--- config.mk ---
export PLATFORM = sky130hd
export DESIGN_NAME = fpcr_top
export DESIGN_NICKNAME = d
export VERILOG_FILES = /design/src/design/fpcr_pin_bit.v /design/src/design/fpcr_top.v
export VERILOG_INCLUDE_DIRS = /design/src /design/src/design
export SDC_FILE = /design/constraint.sdc
export NUM_CORES = 1
export LEC_CHECK = 0
export BUFFER_PORTS_ARGS = -buffer_cell sky130_fd_sc_hd__buf_2
export CAP_MARGIN = 5
export CORE_MARGIN = 10
export CORE_UTILIZATION = 26
export CTS_BUF_LIST = sky130_fd_sc_hd__clkbuf_4 sky130_fd_sc_hd__clkbuf_8 sky130_fd_sc_hd__clkbuf_16
export CTS_CLUSTER_DIAMETER = 50
export DETAILED_ROUTE_END_ITERATION = 8
export PLACE_DENSITY = 0.56
export SYNTH_ARGS = -nofsm -noshare
export SYNTH_HDL_FRONTEND = slang
export SYNTH_SLANG_ARGS = --single-unit
export TNS_END_PERCENT = 1
--- constraint.sdc ---
create_clock -name CLOCK -period 2.6 [get_ports CLOCK]
set_input_delay 0.65 -clock CLOCK [delete_from_list [all_inputs] [get_ports CLOCK]]
set_output_delay 0.65 -clock CLOCK [all_outputs]
set_load 0.02 [all_outputs]
--- src/design/fpcr_regs.vh ---
`ifndef FPCR_REGS_VH
`define FPCR_REGS_VH
// Register indices (32-bit word map); byte address is four times the index
`define FPCR_IDX_FILTER_TYPE 6'h1E
`define FPCR_IDX_WIDE_BW 6'h1F
`define FPCR_IDX_PIN_DIR 6'h20
`define FPCR_IDX_PIN_LEVEL 6'h21
// Reset values
`define FPCR_RST_FILTER_TYPE 8'h00
`define FPCR_RST_WIDE_BW 8'h00
`define FPCR_RST_PIN_DIR 8'h00
`define FPCR_RST_PIN_LEVEL 8'h00
// Field positions
`define FPCR_FT_CH3_HI 7
`define FPCR_FT_CH3_LO 6
`define FPCR_FT_CH2_HI 5
`define FPCR_FT_CH2_LO 4
`define FPCR_FT_CH1_HI 3
`define FPCR_FT_CH1_LO 2
`define FPCR_FT_CH0_HI 1
`define FPCR_FT_CH0_LO 0
`define FPCR_BW_USED_MASK 8'h0F
// Filter type encodings
`define FPCR_FT_WIDEBAND 2'h0
`define FPCR_FT_SINC6 2'h1
`define FPCR_FT_SINC3 2'h2
`define FPCR_FT_SINC3_NOTCH 2'h3
`endif

--- src/design/fpcr_pin_bit.v ---
`timescale 1ns/1ns
// One general-purpose pin: direction, output latch, synchronised input
module fpcr_pin_bit (
  input wire clk,
  input wire rst,
  input wire ce,
  input wire dir_bit,
  input wire wr_en,
  input wire wr_bit,
  input wire pin_in,
  output wire rd_bit,
  output reg pin_out,
  output wire pin_oe_n
);
  reg sync1_reg;
  reg sync2_reg;
  reg latch_reg;

  // Two-stage synchroniser; pin is asynchronous to the clock
  always @(posedge clk) begin
    if (rst) begin
      sync1_reg <= 1'b0;
      sync2_reg <= 1'b0;
    end else if (ce) begin
      sync1_reg <= pin_in;
      sync2_reg <= sync1_reg;
    end
  end

  // Output latch only accepts writes while an output
  always @(posedge clk) begin
    if (rst) begin
      latch_reg <= 1'b0;
      pin_out <= 1'b0;
    end else if (ce) begin
      if (wr_en && dir_bit) begin
        latch_reg <= wr_bit;
      end
      pin_out <= (wr_en && dir_bit) ? wr_bit : latch_reg;
    end
  end

  // Enable low while driving; input bits read the synchronised level
  assign pin_oe_n = ~dir_bit;
  assign rd_bit = dir_bit ? latch_reg : sync2_reg;
endmodule // fpcr_pin_bit

--- src/design/fpcr_top.v ---
`timescale 1ns/1ns
`include "fpcr_regs.vh"
module fpcr_top (
  input wire CLOCK,
  input wire SYS_RST,
  input wire CLK_EN,
  input wire [7:0] AVS_ADDRESS,
  input wire AVS_READ,
  input wire AVS_WRITE,
  input wire [31:0] AVS_WRITEDATA,
  input wire [3:0] AVS_BYTEENABLE,
  output reg [31:0] AVS_READDATA,
  output wire AVS_WAITREQUEST,
  output wire [1:0] FILTER_TYPE_CHAN0,
  output wire [1:0] FILTER_TYPE_CHAN1,
  output wire [1:0] FILTER_TYPE_CHAN2,
  output wire [1:0] FILTER_TYPE_CHAN3,
  output wire WIDE_BANDWIDTH_CHAN0,
  output wire WIDE_BANDWIDTH_CHAN1,
  output wire WIDE_BANDWIDTH_CHAN2,
  output wire WIDE_BANDWIDTH_CHAN3,
  input wire [7:0] GPIN_IN,
  output wire [7:0] GPIN_OUT,
  output wire [7:0] GPIN_OE_N
);
  reg [7:0] filter_type_reg;
  reg [7:0] wide_bw_reg;
  reg [7:0] pin_dir_reg;
  reg ack_reg;
  reg [31:0] rdata_next;
  wire [5:0] word_idx;
  wire req;
  wire wr_fire;
  wire rd_fire;
  wire lane0;
  wire hit_ft;
  wire hit_bw;
  wire hit_dir;
  wire hit_lvl;
  wire [7:0] pin_rd;

  // Word index from byte address; low two bits ignored
  assign word_idx = AVS_ADDRESS[7:2];
  assign req = AVS_READ | AVS_WRITE;
  assign lane0 = AVS_BYTEENABLE[0];
  assign hit_ft = (word_idx == `FPCR_IDX_FILTER_TYPE);
  assign hit_bw = (word_idx == `FPCR_IDX_WIDE_BW);
  assign hit_dir = (word_idx == `FPCR_IDX_PIN_DIR);
  assign hit_lvl = (word_idx == `FPCR_IDX_PIN_LEVEL);

  // One wait state per access: request completes on the ack cycle
  assign AVS_WAITREQUEST = req & ~ack_reg;
  assign wr_fire = AVS_WRITE & ack_reg & CLK_EN;
  assign rd_fire = AVS_READ & ~ack_reg & CLK_EN;

  // Ack toggles so back-to-back requests each get a wait state
  always @(posedge CLOCK) begin
    if (SYS_RST) begin
      ack_reg <= 1'b0;
    end else if (CLK_EN) begin
      ack_reg <= req & ~ack_reg;
    end
  end

  // Configuration registers, written on lane 0 only
  always @(posedge CLOCK) begin
    if (SYS_RST) begin
      filter_type_reg <= `FPCR_RST_FILTER_TYPE;
      wide_bw_reg <= `FPCR_RST_WIDE_BW;
      pin_dir_reg <= `FPCR_RST_PIN_DIR;
    end else if (wr_fire && lane0) begin
      if (hit_ft) begin
        filter_type_reg <= AVS_WRITEDATA[7:0];
      end
      if (hit_bw) begin
        wide_bw_reg <= AVS_WRITEDATA[7:0] & `FPCR_BW_USED_MASK;
      end
      if (hit_dir) begin
        pin_dir_reg <= AVS_WRITEDATA[7:0];
      end
    end
  end

  // Per-pin logic, pin n on bit n
  genvar gi;
  generate
    for (gi = 0; gi < 8; gi = gi + 1) begin : g_pin
      fpcr_pin_bit u_pin (
        .clk(CLOCK),
        .rst(SYS_RST),
        .ce(CLK_EN),
        .dir_bit(pin_dir_reg[gi]),
        .wr_en(wr_fire & lane0 & hit_lvl),
        .wr_bit(AVS_WRITEDATA[gi]),
        .pin_in(GPIN_IN[gi]),
        .rd_bit(pin_rd[gi]),
        .pin_out(GPIN_OUT[gi]),
        .pin_oe_n(GPIN_OE_N[gi])
      );
    end
  endgenerate

  // Read mux; unmapped words read zero, upper bits zero
  always @* begin
    rdata_next = 32'h00000000;
    if (hit_ft) begin
      rdata_next[7:0] = filter_type_reg;
    end else if (hit_bw) begin
      rdata_next[7:0] = wide_bw_reg;
    end else if (hit_dir) begin
      rdata_next[7:0] = pin_dir_reg;
    end else if (hit_lvl) begin
      rdata_next[7:0] = pin_rd;
    end
  end

  // Read data captured in wait cycle, stands on the ack edge
  always @(posedge CLOCK) begin
    if (SYS_RST) begin
      AVS_READDATA <= 32'h00000000;
    end else if (rd_fire) begin
      AVS_READDATA <= rdata_next;
    end
  end

  // Filter selection fields to the channel filters
  assign FILTER_TYPE_CHAN3 = filter_type_reg[`FPCR_FT_CH3_HI:`FPCR_FT_CH3_LO];
  assign FILTER_TYPE_CHAN2 = filter_type_reg[`FPCR_FT_CH2_HI:`FPCR_FT_CH2_LO];
  assign FILTER_TYPE_CHAN1 = filter_type_reg[`FPCR_FT_CH1_HI:`FPCR_FT_CH1_LO];
  assign FILTER_TYPE_CHAN0 = filter_type_reg[`FPCR_FT_CH0_HI:`FPCR_FT_CH0_LO];
  // Bandwidth select: 0 gives 0.10825, 1 gives 0.433 of the data rate
  assign WIDE_BANDWIDTH_CHAN0 = wide_bw_reg[0];
  assign WIDE_BANDWIDTH_CHAN1 = wide_bw_reg[1];
  assign WIDE_BANDWIDTH_CHAN2 = wide_bw_reg[2];
  assign WIDE_BANDWIDTH_CHAN3 = wide_bw_reg[3];
endmodule // fpcr_top

==> results.ini <==
[worst_setup_path]
crit_path_cell_trace=buf_2 -> or4b_1 -> nor4_4 -> buf_4 -> mux2i_1 -> nor2_1
path_max_fanout=6
rr_startpoint=ack_reg
critPathRequiredTime_ps=2790
r2r_cells=6
regToRegSetupSlack_ps=900
critPathKind=input pin to register
cp_top_family=simple AND/OR/NAND/NOR gates
crit_path_end_kind=register
crit_path_top_delay_cell=or4b_1
timing.rr.end=filter_type_reg[2]
crit_buf_inv=2
startpoint_type=input pin
critPathArrivalTime_ps=2250
cpPeakStageDelay_ps=700

[timing]
setup_violations=0
finalHoldViolCount=0
finalCritPeriodShare_pct=79.00
skew_ps=4.703
rsz0062_at_grt=false
period_needed_ps=2054
max_freq_mhz=486.8
tns_ps=0
maxSlewViolCount=0

[clocking]
numClockSinks=53
clkSlewWorstSetupHoldPaths_ps=90
root_buffer=clkbuf_8
cts_setup_buffers=0
ctsHtreeMaxLevel=2
cts_tree=built
cts_buffers=5
clock_path_buffers=2
cts_hold_buffers=0
cts_resized=0
clkLatencyLatePin_ps=300

[floorplan]
rows=36
start_util_pct=26.78
io-pin-count=118
die-area_um2=14480
die_h_um=120.3
coreArea_um2=9774
die_x_um=120.3

[min_path]
hold_path_class=register to register
min_to=AVS_READDATA[6]
hold_depth=2
worstHoldStart=AVS_READDATA[6]

[yosys]
seq_area_frac_synth_pct=40.54
syn_avg_cell_area_um2=8.933
synth_cell_types=32
synthAdderAreaFrac_pct=0
synth-async-reset-ratio_pct=0
synth_ff_type=dfxtp_1
ys_ff_latch=53
synth_mux_area_share_pct=15.68
synth_top_family_by_area=simple AND/OR/NAND/NOR gates
synth-xor-area-share_pct=0
synth_compound_area_share_pct=10.52
synth_edf_count=0
syn-instance-count=293
yosys_warnings=0
syn-cell-area_um2=2618
synthSimpleGateAreaFrac_pct=17.07

[final_layout]
final_nets=400
drive_gt1_share_pct=25.29
final_common_cell=buf_2
layout_common_cells=buf_2 (64), dfxtp_1 (53), nor2_1 (45), mux2i_1 (41), conb_1 (24)
multi_input_area_um2=1222
antenna_cells=0
syn_to_final_growth_pct=14.91
design_area_um2=3008
final.fill_count=1077
seqCellArea_um2=1061
post-route-util_pct=30.77

[drt]
drc=0
routedWlPerCell_um=14.73
drt_iter0_markers=40
firstDrtPassIters=4
dr_wl_met2_um=3303
vias=2073
topRoutingLayerUsed=met4
drt-vias-per-instance=4.346
ant_nets=0
met3_length_um=623
wl_um=7026
wl_met1_um=3076

[power_and_ir_drop]
clock_power_share_pct=32.6
seqPwrFrac_pct=56.9
leakage_nw=1.314
share_comb_of_total_power_pct=10.5
p_sw_w=0.0003844
cellPowerDensity_nw_per_um2=489.9
internal_power_w=0.001089
ir_worst_vdd_uv=222.5
swShare_pct=26.09

[grt]
grt_start_max_net_pins=27
gr-total-overflow=0
grt_pass1_wl_um=11060
track_usage_pct=9.522
grt_pass1_vias=2044
antenna_found_initial=0

[outcome]
status=complete, no violations

[flow_run]
maxCapViolations=0

[place]
placed_cell_area_um2=2917
dp_hpwl_um=5486
gp_congestion=0.7799
port_buffers=64

kinds of logic (layout without fill, tap and decap cells):
group,count (synthesis),in the layout
AND/OR/NAND/NOR,85,85
buffers and inverters,71,99
flip-flops,53,53
AO/OA/AOI/OAI,42,42
multiplexers,41,41
other,1,24
final cells by class:
class | instances | share of cell area (%)
multi-input cells | 192 | 40.64
flip-flops and latches | 53 | 35.27
repair buffers | 76 | 13.64
well taps | 133 | 5.532
clock buffers | 7 | 2.787
inverters | 15 | 1.872
clock inverters | 1 | 0.2496
worst max path at each step:
stage / start / endpoint / depth (start not counted)
floorplan: AVS_ADDRESS[4] / pin_dir_reg[0] / 5
global placement: AVS_ADDRESS[4] / AVS_READDATA[7] / 6
detailed placement: AVS_ADDRESS[4] / pin_dir_reg[6] / 6
CTS: AVS_ADDRESS[4] / pin_dir_reg[2] / 6
global route: AVS_ADDRESS[4] / pin_dir_reg[1] / 6
finish: AVS_ADDRESS[4] / pin_dir_reg[2] / 6
worst reg2reg max path, stage by stage (launching register included):
cell and delay, ps:
dfxtp_1 370, nand4_1 160, buf_4 210, nor4_4 330
buf_4 270, mux2i_1 200, nor2_1 50
per-stage QoR:
stage                     hold WS [ps]  worst slack, ps  cells  total power (W)
after floorplan                  460.1            357.1    316        0.0009867
after global placement           477.0            269.1    469         0.001010
after detailed placement         485.9            228.0    469         0.001012
after CTS                        504.5            552.0    477         0.001491
after global routing             521.6            437.9    477         0.001544
final                            499.5            546.0    477         0.001474
power groups by stage:
| stage | Sequential, W | Combinational [W] | Clock [W] |
|---|---|---|---|
| 5_1_grt | 0.000840 | 0.000173 | 0.000530 |
| 4_1_cts | 0.000838 | 0.000155 | 0.000498 |
| 2_1_floorplan | 0.000859 | 0.000128 | 0 |
| 3_5_place_dp | 0.000857 | 0.000155 | 0 |
| 6_report | 0.000838 | 0.000155 | 0.000480 |
| 3_3_place_gp | 0.000857 | 0.000153 | 0 |
per-layer routing:
layer  global-route usage [%]  up-vias
li1                         -     1042
met1                    11.07      962
met2                    15.92       67
met3                    4.141        2
met4                    2.036        0
met5                        0        -
synthesized netlist by cell type, types with 2 or more instances:
| cell | n | area [um^2] |
|---|---|---|
| a31oi_1 | 9 | 56.30 |
| a21bo_1 | 3 | 30.03 |
| a311oi_1 | 3 | 26.28 |
| a211o_1 | 3 | 26.28 |
| inv_1 | 15 | 56.30 |
| nor4_4 | 3 | 63.81 |
| a21o_1 | 2 | 15.01 |
| nor2_1 | 45 | 168.9 |
| o22ai_1 | 4 | 25.02 |
| o21ai_0 | 6 | 30.03 |
| dfxtp_1 | 53 | 1061 |
| nor2b_1 | 4 | 25.02 |
| mux2i_1 | 41 | 410.4 |
| and3_1 | 3 | 18.77 |
| nand4b_1 | 4 | 35.03 |
| buf_2 | 3 | 15.01 |
| buf_4 | 40 | 300.3 |
| nor3_1 | 3 | 15.01 |
| nand3_1 | 5 | 25.02 |
| nand2_1 | 12 | 45.04 |
| a21oi_1 | 10 | 50.05 |
| clkbuf_1 | 12 | 45.04 |
Power figures use the tool's default switching activity.
